**config.mk**
```make
export PLATFORM = sky130hd
export DESIGN_NAME = drop_side_vt_alarm_status
export DESIGN_NICKNAME = d
export VERILOG_FILES = /design/src/design/drop_side_vt_alarm_pkg.sv /design/src/design/drop_side_vt_alarm_status.sv
export SDC_FILE = /design/constraint.sdc
export NUM_CORES = 2
export LEC_CHECK = 0
export BUFFER_PORTS_ARGS = -buffer_cell sky130_fd_sc_hd__buf_4
export CORE_UTILIZATION = 41
export CTS_CLUSTER_SIZE = 30
export DETAILED_ROUTE_END_ITERATION = 6
export SETUP_SLACK_MARGIN = 0.02
export SYNTH_ARGS = -nofsm -noshare
export SYNTH_HDL_FRONTEND = slang
export SYNTH_SLANG_ARGS = --single-unit
```
**constraint.sdc**
```tcl
create_clock -name clock -period 4.4 [get_ports clock]
set_input_delay 0 -clock clock [delete_from_list [all_inputs] [get_ports clock]]
set_output_delay 0 -clock clock [all_outputs]
set_load 0.01 [all_outputs]
```
**src/design/drop_side_vt_alarm_pkg.sv**
```systemverilog
// constants for the drop side VT/TU alarm status block
// assumes a 50 MHz clock and a classic Wishbone slave with 32-bit data
package drop_side_vt_alarm_pkg;

    localparam int N_CHAN = 8;
    localparam int CH_W   = 3;
    localparam int N_PATH = 7;
    localparam int N_PTR  = 5;
    localparam int CNT_W  = 4;
    localparam int IDX_W  = 9;
    localparam int SEC_W  = 26;

    // path alarm bit positions
    localparam int P_VCAIS = 6;
    localparam int P_UNEQ  = 5;
    localparam int P_RDIC  = 4;
    localparam int P_RDIP  = 3;
    localparam int P_RDIS  = 2;
    localparam int P_SLER  = 1;
    localparam int P_RFI   = 0;
    // pointer and fifo alarm bit positions
    localparam int Q_FIFO = 4;
    localparam int Q_AIS  = 3;
    localparam int Q_LOP  = 2;
    localparam int Q_NDF  = 1;
    localparam int Q_SIZE = 0;

    // register indices; byte address is four times the index plus 2048 times the channel
    localparam logic [IDX_W-1:0] IDX_CFG       = 9'h010;
    localparam logic [IDX_W-1:0] IDX_PATH_MASK = 9'h013;
    localparam logic [IDX_W-1:0] IDX_PTR_MASK  = 9'h014;
    localparam logic [IDX_W-1:0] IDX_PATH_LIVE = 9'h110;
    localparam logic [IDX_W-1:0] IDX_PTR_LIVE  = 9'h111;
    localparam logic [IDX_W-1:0] IDX_PATH_LAT  = 9'h120;
    localparam logic [IDX_W-1:0] IDX_PTR_LAT   = 9'h121;
    localparam logic [IDX_W-1:0] IDX_PATH_SEC  = 9'h130;
    localparam logic [IDX_W-1:0] IDX_PTR_SEC   = 9'h131;
    localparam logic [IDX_W-1:0] IDX_PATH_PSEC = 9'h140;
    localparam logic [IDX_W-1:0] IDX_PTR_PSEC  = 9'h141;

    // config register fields
    localparam int CFG_LABEL_LSB = 0;
    localparam int CFG_TRANS_LSB = 3;
    localparam int CFG_PERSIST   = 5;
    localparam int CFG_SINGLE    = 6;
    localparam int CFG_AIS_EN    = 7;
    localparam logic [7:0] CFG_RESET  = 8'h01;
    localparam logic [7:0] MASK_RESET = 8'h00;

    localparam logic [1:0] TRANS_RISE = 2'h0;
    localparam logic [1:0] TRANS_FALL = 2'h1;

    localparam logic [2:0] LABEL_AIS    = 3'h7;
    localparam logic [2:0] LABEL_UNEQ   = 3'h0;
    localparam logic [2:0] ERDI_PAYLOAD = 3'h2;
    localparam logic [2:0] ERDI_SERVER  = 3'h5;
    localparam logic [2:0] ERDI_CONN    = 3'h6;

    localparam logic [CNT_W-1:0] LABEL_PERSIST = 4'h5;
    localparam logic [CNT_W-1:0] RFI_PERSIST   = 4'h5;
    localparam logic [CNT_W-1:0] RDI_PERSIST_S = 4'h5;
    localparam logic [CNT_W-1:0] RDI_PERSIST_L = 4'hA;

    localparam logic [1:0] SIZE_DS1   = 2'h3;
    localparam logic [1:0] SIZE_E1    = 2'h2;
    localparam logic [9:0] PTR_MAX_DS1 = 10'h067;
    localparam logic [9:0] PTR_MAX_E1  = 10'h08B;
    localparam logic [3:0] NDF_SET     = 4'h9;
    localparam logic [3:0] NDF_NEAR_A  = 4'h1;
    localparam logic [3:0] NDF_NEAR_B  = 4'hD;
    localparam logic [3:0] NDF_NEAR_C  = 4'hB;
    localparam logic [3:0] NDF_NEAR_D  = 4'h8;

    localparam logic [1:0] AIS_MF = 2'h2;

    localparam int CLK_PERIOD_NS = 20;
    localparam int ONE_SEC_NS    = 1_000_000_000;
    localparam int ONE_SEC_CYCLES = ONE_SEC_NS / CLK_PERIOD_NS;

endpackage

```
**src/design/drop_side_vt_alarm_status.sv**
```systemverilog
// drop side VT/TU alarm detection and status registers, eight channels
// assumes overhead strobes and pointer states come from logic on clock
//
// Design decision made here: register access over Wishbone.
`timescale 1ns/10ps
module drop_side_vt_alarm_status
    import drop_side_vt_alarm_pkg::*;
#(
    parameter int SEC_CYCLES = ONE_SEC_CYCLES
)
(
    input  wire logic              clock,
    input  wire logic              arst_n,
    input  wire logic              wb_cyc_i,
    input  wire logic              wb_stb_i,
    input  wire logic              wb_we_i,
    input  wire logic [15:0]       wb_adr_i,
    input  wire logic [3:0]        wb_sel_i,
    input  wire logic [31:0]       wb_dat_i,
    output logic      [31:0]       wb_dat_o,
    output logic                   wb_ack_o,
    input  wire logic              v5_valid,
    input  wire logic [CH_W-1:0]   v5_chan,
    input  wire logic [7:0]        v5_byte,
    input  wire logic              erdi_valid,
    input  wire logic [CH_W-1:0]   erdi_chan,
    input  wire logic [2:0]        erdi_code,
    input  wire logic              v1_valid,
    input  wire logic [CH_W-1:0]   v1_chan,
    input  wire logic [7:0]        v1_byte,
    input  wire logic [7:0]        v2_byte,
    input  wire logic [N_CHAN-1:0] ptr_ais,
    input  wire logic [N_CHAN-1:0] ptr_lop,
    input  wire logic [N_CHAN-1:0] fifo_overflow,
    input  wire logic [N_CHAN-1:0] fifo_underflow,
    output logic                   irq,
    output logic      [N_CHAN-1:0] line_ais,
    output logic      [N_CHAN-1:0] fifo_reset
);

    typedef struct packed {
        logic [N_CHAN-1:0][N_PATH-1:0]            path_live;
        logic [N_CHAN-1:0][N_PATH-1:0]            path_lat;
        logic [N_CHAN-1:0][N_PATH-1:0]            path_sec;
        logic [N_CHAN-1:0][N_PATH-1:0]            path_psec;
        logic [N_CHAN-1:0][N_PATH-1:0]            path_mask;
        logic [N_CHAN-1:0][N_PTR-1:0]             ptr_live;
        logic [N_CHAN-1:0][N_PTR-1:0]             ptr_lat;
        logic [N_CHAN-1:0][N_PTR-1:0]             ptr_sec;
        logic [N_CHAN-1:0][N_PTR-1:0]             ptr_psec;
        logic [N_CHAN-1:0][N_PTR-1:0]             ptr_mask;
        logic [N_CHAN-1:0][N_PATH-1:0][CNT_W-1:0] cnt;
        logic [N_CHAN-1:0][1:0]                   mf_cnt;
        logic [N_CHAN-1:0][7:0]                   cfg;
        logic [SEC_W-1:0]                         sec_cnt;
        logic                                     ack;
        logic [7:0]                               dat;
        logic                                     irq;
        logic [N_CHAN-1:0]                        line_ais;
        logic [N_CHAN-1:0]                        fifo_rst;
    } state_t;

    state_t state_ff;
    state_t nxt_state;

    // returns {new live, new count}
    function automatic logic [CNT_W:0] persist(
        input logic             live,
        input logic [CNT_W-1:0] cnt,
        input logic             cond,
        input logic [CNT_W-1:0] need
    );
        logic [CNT_W-1:0] inc;
        inc = CNT_W'(cnt + 1'b1);
        if (cond == live)
            persist = {live, {CNT_W{1'b0}}};
        else if (inc >= need)
            persist = {cond, {CNT_W{1'b0}}};
        else
            persist = {live, inc};
    endfunction

    function automatic logic [N_PATH-1:0] edge_set(
        input logic [N_PATH-1:0] old_v,
        input logic [N_PATH-1:0] new_v,
        input logic [1:0]        sel
    );
        logic [N_PATH-1:0] chg;
        chg = old_v ^ new_v;
        case (sel)
            TRANS_RISE: edge_set = chg & new_v;
            TRANS_FALL: edge_set = chg & ~new_v;
            default:    edge_set = chg;
        endcase
    endfunction

    always_comb
    begin
        logic              req;
        logic              done;
        logic              wr_ok;
        logic [CH_W-1:0]   a_ch;
        logic [IDX_W-1:0]  a_idx;
        logic              a_ok;
        logic              sec_tick;
        logic [2:0]        lbl;
        logic [CNT_W-1:0]  rdi_need;
        logic [CNT_W:0]    r;
        logic [9:0]        ptr_val;
        logic              size_bad;
        logic              ndf_pat;
        logic              ptr_ok;
        logic [N_PATH-1:0] p_old;
        logic [N_PTR-1:0]  q_old;
        logic [N_PATH-1:0] p_clr;
        logic [N_PTR-1:0]  q_clr;
        logic [1:0]        tsel;
        logic [1:0]        mf_inc;
        logic              any_irq;
        logic [7:0]        rd;
        req      = wb_cyc_i & wb_stb_i;
        done     = req & state_ff.ack;
        wr_ok    = done & wb_we_i & wb_sel_i[0];
        a_ch     = wb_adr_i[13:11];
        a_idx    = wb_adr_i[10:2];
        a_ok     = (wb_adr_i[15:14] == 2'h0);
        sec_tick = (state_ff.sec_cnt == SEC_W'(SEC_CYCLES - 1));
        lbl      = v5_byte[3:1];
        rdi_need = RDI_PERSIST_S;
        r        = '0;
        ptr_val  = {v1_byte[1:0], v2_byte};
        size_bad = 1'b0;
        ndf_pat  = 1'b0;
        ptr_ok   = 1'b0;
        p_old    = '0;
        q_old    = '0;
        p_clr    = '0;
        q_clr    = '0;
        tsel     = TRANS_RISE;
        mf_inc   = 2'h0;
        any_irq  = 1'b0;
        rd       = 8'h00;
        nxt_state = state_ff;

        nxt_state.sec_cnt = sec_tick ? '0 : SEC_W'(state_ff.sec_cnt + 1'b1);
        nxt_state.ack      = req & ~state_ff.ack;
        nxt_state.fifo_rst = '0;

        for (int c = 0; c < N_CHAN; c++)
        begin
            p_old = state_ff.path_live[c];
            q_old = state_ff.ptr_live[c];
            tsel  = state_ff.cfg[c][CFG_TRANS_LSB +: 2];
            rdi_need = state_ff.cfg[c][CFG_PERSIST] ? RDI_PERSIST_L
                                                    : RDI_PERSIST_S;

            if (v5_valid && v5_chan == CH_W'(c))
            begin
                r = persist(p_old[P_VCAIS], state_ff.cnt[c][P_VCAIS],
                            lbl == LABEL_AIS, LABEL_PERSIST);
                {nxt_state.path_live[c][P_VCAIS],
                 nxt_state.cnt[c][P_VCAIS]} = r;
                r = persist(p_old[P_UNEQ], state_ff.cnt[c][P_UNEQ],
                            lbl == LABEL_UNEQ, LABEL_PERSIST);
                {nxt_state.path_live[c][P_UNEQ],
                 nxt_state.cnt[c][P_UNEQ]} = r;
                r = persist(p_old[P_SLER], state_ff.cnt[c][P_SLER],
                            lbl != state_ff.cfg[c][CFG_LABEL_LSB +: 3],
                            LABEL_PERSIST);
                {nxt_state.path_live[c][P_SLER],
                 nxt_state.cnt[c][P_SLER]} = r;
                r = persist(p_old[P_RFI], state_ff.cnt[c][P_RFI],
                            v5_byte[4], RFI_PERSIST);
                {nxt_state.path_live[c][P_RFI],
                 nxt_state.cnt[c][P_RFI]} = r;
                // single-bit mode: V5 bit 8 alone, enhanced kinds decay
                if (state_ff.cfg[c][CFG_SINGLE])
                begin
                    r = persist(p_old[P_RDIS], state_ff.cnt[c][P_RDIS],
                                v5_byte[0], rdi_need);
                    {nxt_state.path_live[c][P_RDIS],
                     nxt_state.cnt[c][P_RDIS]} = r;
                    r = persist(p_old[P_RDIC], state_ff.cnt[c][P_RDIC],
                                1'b0, rdi_need);
                    {nxt_state.path_live[c][P_RDIC],
                     nxt_state.cnt[c][P_RDIC]} = r;
                    r = persist(p_old[P_RDIP], state_ff.cnt[c][P_RDIP],
                                1'b0, rdi_need);
                    {nxt_state.path_live[c][P_RDIP],
                     nxt_state.cnt[c][P_RDIP]} = r;
                end
            end

            if (erdi_valid && erdi_chan == CH_W'(c) &&
                !state_ff.cfg[c][CFG_SINGLE])
            begin
                r = persist(p_old[P_RDIC], state_ff.cnt[c][P_RDIC],
                            erdi_code == ERDI_CONN, rdi_need);
                {nxt_state.path_live[c][P_RDIC],
                 nxt_state.cnt[c][P_RDIC]} = r;
                r = persist(p_old[P_RDIP], state_ff.cnt[c][P_RDIP],
                            erdi_code == ERDI_PAYLOAD, rdi_need);
                {nxt_state.path_live[c][P_RDIP],
                 nxt_state.cnt[c][P_RDIP]} = r;
                r = persist(p_old[P_RDIS], state_ff.cnt[c][P_RDIS],
                            erdi_code == ERDI_SERVER, rdi_need);
                {nxt_state.path_live[c][P_RDIS],
                 nxt_state.cnt[c][P_RDIS]} = r;
            end

            if (v1_valid && v1_chan == CH_W'(c))
            begin
                size_bad = (v1_byte[3:2] != SIZE_DS1) &&
                           (v1_byte[3:2] != SIZE_E1);
                ndf_pat  = (v1_byte[7:4] == NDF_SET) ||
                           (v1_byte[7:4] == NDF_NEAR_A) ||
                           (v1_byte[7:4] == NDF_NEAR_B) ||
                           (v1_byte[7:4] == NDF_NEAR_C) ||
                           (v1_byte[7:4] == NDF_NEAR_D);
                ptr_ok   = (v1_byte[3:2] == SIZE_DS1) ?
                           (ptr_val <= PTR_MAX_DS1) :
                           (ptr_val <= PTR_MAX_E1);
                nxt_state.ptr_live[c][Q_SIZE] = size_bad;
                nxt_state.ptr_live[c][Q_NDF] =
                    ndf_pat & ~size_bad & ptr_ok;
            end
            nxt_state.ptr_live[c][Q_AIS] = ptr_ais[c];
            nxt_state.ptr_live[c][Q_LOP] = ptr_lop[c];

            // a new fifo error restarts the AIS window
            mf_inc = 2'(state_ff.mf_cnt[c] + 1'b1);
            if (fifo_overflow[c] | fifo_underflow[c])
            begin
                nxt_state.ptr_live[c][Q_FIFO] = 1'b1;
                nxt_state.fifo_rst[c]         = 1'b1;
                nxt_state.mf_cnt[c]           = 2'h0;
            end
            else if (q_old[Q_FIFO] && v5_valid && v5_chan == CH_W'(c))
            begin
                nxt_state.mf_cnt[c] = mf_inc;
                if (mf_inc == AIS_MF)
                    nxt_state.ptr_live[c][Q_FIFO] = 1'b0;
            end
            nxt_state.line_ais[c] = nxt_state.ptr_live[c][Q_FIFO] &
                                    state_ff.cfg[c][CFG_AIS_EN];

            // read clear or write-one clear; a new edge always wins
            p_clr = '0;
            q_clr = '0;
            if (a_ok && a_ch == CH_W'(c) && done)
            begin
                if (a_idx == IDX_PATH_LAT)
                    p_clr = wb_we_i ? (wb_sel_i[0] ? wb_dat_i[N_PATH-1:0]
                                                    : '0)
                                    : '1;
                if (a_idx == IDX_PTR_LAT)
                    q_clr = wb_we_i ? (wb_sel_i[0] ? wb_dat_i[N_PTR-1:0]
                                                    : '0)
                                    : '1;
            end
            nxt_state.path_lat[c] = (state_ff.path_lat[c] & ~p_clr) |
                edge_set(p_old, nxt_state.path_live[c], tsel);
            nxt_state.ptr_lat[c] = (state_ff.ptr_lat[c] & ~q_clr) |
                N_PTR'(edge_set(N_PATH'(q_old),
                                N_PATH'(nxt_state.ptr_live[c]), tsel));

            // one-second view gathers any live time within the second
            if (sec_tick)
            begin
                nxt_state.path_psec[c] = state_ff.path_sec[c] |
                                         state_ff.path_live[c];
                nxt_state.ptr_psec[c]  = state_ff.ptr_sec[c] |
                                         state_ff.ptr_live[c];
                nxt_state.path_sec[c]  = nxt_state.path_live[c];
                nxt_state.ptr_sec[c]   = nxt_state.ptr_live[c];
            end
            else
            begin
                nxt_state.path_sec[c] = state_ff.path_sec[c] |
                                        nxt_state.path_live[c];
                nxt_state.ptr_sec[c]  = state_ff.ptr_sec[c] |
                                        nxt_state.ptr_live[c];
            end

            if (wr_ok && a_ok && a_ch == CH_W'(c))
            begin
                if (a_idx == IDX_CFG)
                    nxt_state.cfg[c] = wb_dat_i[7:0];
                if (a_idx == IDX_PATH_MASK)
                    nxt_state.path_mask[c] = wb_dat_i[N_PATH-1:0];
                if (a_idx == IDX_PTR_MASK)
                    nxt_state.ptr_mask[c] = wb_dat_i[N_PTR-1:0];
            end

            any_irq = any_irq |
                (|(nxt_state.path_lat[c] & nxt_state.path_mask[c])) |
                (|(nxt_state.ptr_lat[c] & nxt_state.ptr_mask[c]));
        end
        nxt_state.irq = any_irq;

        // read data is captured before any read clear lands
        if (a_ok)
        begin
            case (a_idx)
                IDX_CFG:       rd = state_ff.cfg[a_ch];
                IDX_PATH_MASK: rd = {1'b0, state_ff.path_mask[a_ch]};
                IDX_PTR_MASK:  rd = {3'b0, state_ff.ptr_mask[a_ch]};
                IDX_PATH_LIVE: rd = {1'b0, state_ff.path_live[a_ch]};
                IDX_PTR_LIVE:  rd = {3'b0, state_ff.ptr_live[a_ch]};
                IDX_PATH_LAT:  rd = {1'b0, state_ff.path_lat[a_ch]};
                IDX_PTR_LAT:   rd = {3'b0, state_ff.ptr_lat[a_ch]};
                IDX_PATH_SEC:  rd = {1'b0, state_ff.path_sec[a_ch]};
                IDX_PTR_SEC:   rd = {3'b0, state_ff.ptr_sec[a_ch]};
                IDX_PATH_PSEC: rd = {1'b0, state_ff.path_psec[a_ch]};
                IDX_PTR_PSEC:  rd = {3'b0, state_ff.ptr_psec[a_ch]};
                default:       rd = 8'h00;
            endcase
        end
        if (req && !state_ff.ack && !wb_we_i)
            nxt_state.dat = rd;
    end

    always_ff @(posedge clock or negedge arst_n)
    begin
        if (!arst_n)
        begin
            state_ff <= '0;
            for (int c = 0; c < N_CHAN; c++)
            begin
                state_ff.cfg[c]       <= CFG_RESET;
                state_ff.path_mask[c] <= MASK_RESET[N_PATH-1:0];
                state_ff.ptr_mask[c]  <= MASK_RESET[N_PTR-1:0];
            end
        end
        else
            state_ff <= nxt_state;
    end

    assign wb_dat_o   = {24'h00_0000, state_ff.dat};
    assign wb_ack_o   = state_ff.ack;
    assign irq        = state_ff.irq;
    assign line_ais   = state_ff.line_ais;
    assign fifo_reset = state_ff.fifo_rst;

endmodule

```
==> summary.md <==
| Metric | Value |
|---|---|
| Status | finished with violations |
| Failing checks | negative hold slack |
| Mapped Area | 0.0457 mm2 |
| First-pass GRT wire length | 231 mm |
| FF-to-FF path depth | 10 |
| Worst vdd ir | 314 uV |
| Ratio of total power to cell area | 388 mW/mm2 |
| # DRC | 0 |
| Unique masters post-synth | 92 |
| Worst R2R End | irq |
| Post-layout nets | 4915 |
| Final Wtd Congestion | 1.01 |
| Antenna-violating nets left | 0 |
| Tcrit/Tclk final | 97.2% |
| Reg clk slew, reported paths | 0.07 ns |
| Relative slew margins | 6.95% |
| Post-cts resize count | 0 |
| Async set or reset register ratio after synthesis | 100% |
| Post-synth top area cell | dfrtp_1 |
| Antenna violations before repair | 6 |
| Measured slew at the worst slew-check pin | 1.39 ns |
| Largest net degree at the start of global routing | 117 |
| Fraction of layout cells with a size suffix above 1 | 16.7% |
| Worst EP required | 4.97 ns |
| CTS Sinks | 836 |
| Slowest cell on the critical path | o31ai_1 |
| Top cells by count, synth | 828 x dfrtp_1, 563 x nand2_1, 468 x o21ai_0 |
| Initial DRC Count | 3951 |
| Fill count | 10200 |
| Inst Count DP | 5867 |
| Hold Vio Cnt, Final | 1 |
| CP max FO | 9 |
| Drt wl/cell | 25.3 um |
| Die H | 336 um |
| Avg Inst Size Synth | 10.5 um2 |
| Sequential fraction of the synthesis area | 45.8% |
| Clock skew | 0.0422 ns |
| All-Layer GR Usage | 27.5% |
| Slew Limit Fails | 0 |
| Number of flops mapped to enable cells by yosys | 0 |
| DIE WIDTH | 336 um |
| IO Pins | 178 |
| Setup TNS | 0 ns |
| Peak Freq | 234 MHz |
| DP HPWL | 114 mm |
| Std cell rows | 122 |
| CP Launch Point | wb_ack_o |
| Final wirelength | 155 mm |
| Hold_ws | -0.00153 ns |
| Core footprint | 0.111 mm2 |
| CTS max path bufs | 3 |
| Seq. cell area | 0.0209 mm2 |
| Crit start category | flip-flop |
| Via density | 5.91 |
| Initial core utilization | 41.3% |
| Cell repeated most along the worst path | nand4_1 |
| # Max-Cap Violations | 0 |
| Area share of the largest cell type after synthesis | 45.3% |
| Cells along the critical path | and4b_1 > nand4_1 > o31ai_1 > o211ai_1 > a22oi_1 > or3b_1 > nor4bb_1 > buf_4 > and4_1 > nand4_1 |
| # H-tree levels | 3 |
| Die area | 0.113 mm2 |
| Crit end category | flip-flop |
| GRT overflow | 0 |
| Area Overhead vs Synth | 15.6% |
| Design area | 0.0528 mm2 |
| Number of global-route vias before repair | 34600 |
| Total CTS buffers | 96 |
| Tmin final | 4.28 ns |
| Critical Path End | irq |
| Most used standard cell by instance count after synthesis | dfrtp_1 |
| CTS root buffer | clkbuf_16 |
| Hold WC Path Type | input port to asynchronous set/reset pin |
| Final Instance Count excl. Fillers | 6130 |
| Drt first pass iters | 6 |
| Skew-Pair Late Insertion Delay | 0.69 ns |
| RR Startpoint | wb_ack_o |
| Placed Area | 0.0485 mm2 |
| Kind of critical path | flip-flop to flip-flop |
| Critical Path AT | 4.84 ns |
| Unrepaired setup endpoints after global routing | no |
| Multi-input gate area | 0.0232 mm2 |
| Final Setup Violations | 0 |
| Reg2Reg Setup Slack | 0.12 ns |
| Synth Warn # | 0 |
| TritonCTS clock tree | yes |
| Largest stage delay, worst path | 0.77 ns |
| Ys flop type | dfrtp_1 |
| Main area contributors after synthesis | dfrtp_1 45%, mux4_2 6.7%, ha_1 6.2% |
| Yosys reg bits | 836 |
| Via total after detailed routing | 36200 |
| Gate Count Post-Synth | 4365 |
| P_leak | 0.0239 uW |
| Count of port buffers added during placement | 119 |
-- power breakdown --
part / switching, uW / internal [uW] / total (uW)
sequential: 671 / 8270 / 8940
combinational: 1550 / 1180 / 2730
clock: 3470 / 5370 / 8840
-- final cells by class --
| type | instances | area share (%) |
|---|---|---|
| diodes | 2 | 0.00947 |
| clock buffers | 131 | 5.25 |
| clock inverters | 45 | 1.34 |
| inverters | 152 | 1.08 |
| multi-input cells | 3161 | 44.0 |
| flip-flops and latches | 836 | 39.6 |
| well taps | 1488 | 3.52 |
| repair buffers | 315 | 5.20 |
-- cell families after synthesis --
family	share of synthesized area (%)
multiplexers	12.2
other	0.00821
AO/OA/AOI/OAI	15.2
adder cells (fa/ha/maj)	6.16
flip-flops	45.8
buffers and inverters	3.65
XOR/XNOR	3.47
AND/OR/NAND/NOR	13.6
-- routing by layer --
| layer | track usage [%] | vias up | routed length [um] |
|---|---|---|---|
| li1 | - | 16100 | - |
| met5 | 0 | - | 46 |
| met1 | 38.8 | 18200 | 66900 |
| met4 | 11.5 | 6 | 7000 |
| met2 | 41.1 | 1588 | 67300 |
| met3 | 5.59 | 293 | 13800 |
-- cell usage in the layout (no fill, tap or decap), types with 44 or more instances in the layout --
cell type and count:
dfrtp_1 828, buf_4 215, nor2b_1 62, a21o_1 117
nor2_1 151, nand2b_1 87, inv_1 152, o21ai_0 468
mux2_2 180, mux4_2 136, xnor2_1 100, mux2i_1 44
nand2_1 563, clkbuf_16 97, o22ai_1 51, a22o_1 59
xor2_1 81, dlygate4sd3_1 85, ha_1 225, a21oi_1 103
nand3_1 135, nor3_1 57
-- worst min-delay path by stage --
stage                    start            end  slack [ns]  cells past startpoint
floorplan               arst_n  fifo_reset[0]       -0.30                      0
global placement        arst_n  state_ff[433]        0.12                      1
detailed placement      arst_n  state_ff[428]        0.12                      1
CTS                 ptr_ais[0]  state_ff[519]       0.001                      2
global route        ptr_ais[0]  state_ff[519]        0.05                      2
finish                  arst_n  state_ff[473]      -0.002                      2
-- timing repair --
item                                   in CTS  in global routing
hold buffers                               85                  0
endpoints found under the hold margin     455                  0
setup buffers                               0                  0
-- stage by stage --
stage	utilization, %	total power, uW	setup WS (ns)
global placement	43.9	11600	0.397
global route	47.8	21300	0.101
CTS	47.8	20600	0.397
floorplan	-	10600	1.49
finish	47.8	20500	0.124
detailed placement	43.9	11700	0.422
-- flip-flops by register name, indices dropped and copies added (netlist names) --
| name | flops |
|---|---|
| state_ff | 810 |
| wb_ack_o | 1 |
| wb_dat_o | 8 |
| fifo_reset | 8 |
| irq | 1 |
| line_ais | 8 |
-- critical path: cells and delay by family, from the launching register on --
kind,cells,cell delay (ns)
and+or+nand+nor,6,2.05
AOI/OAI and AO/OA,3,1.45
DFF,1,0.44
buffers and inverters,1,0.21
(Power assumes the default switching activity.)
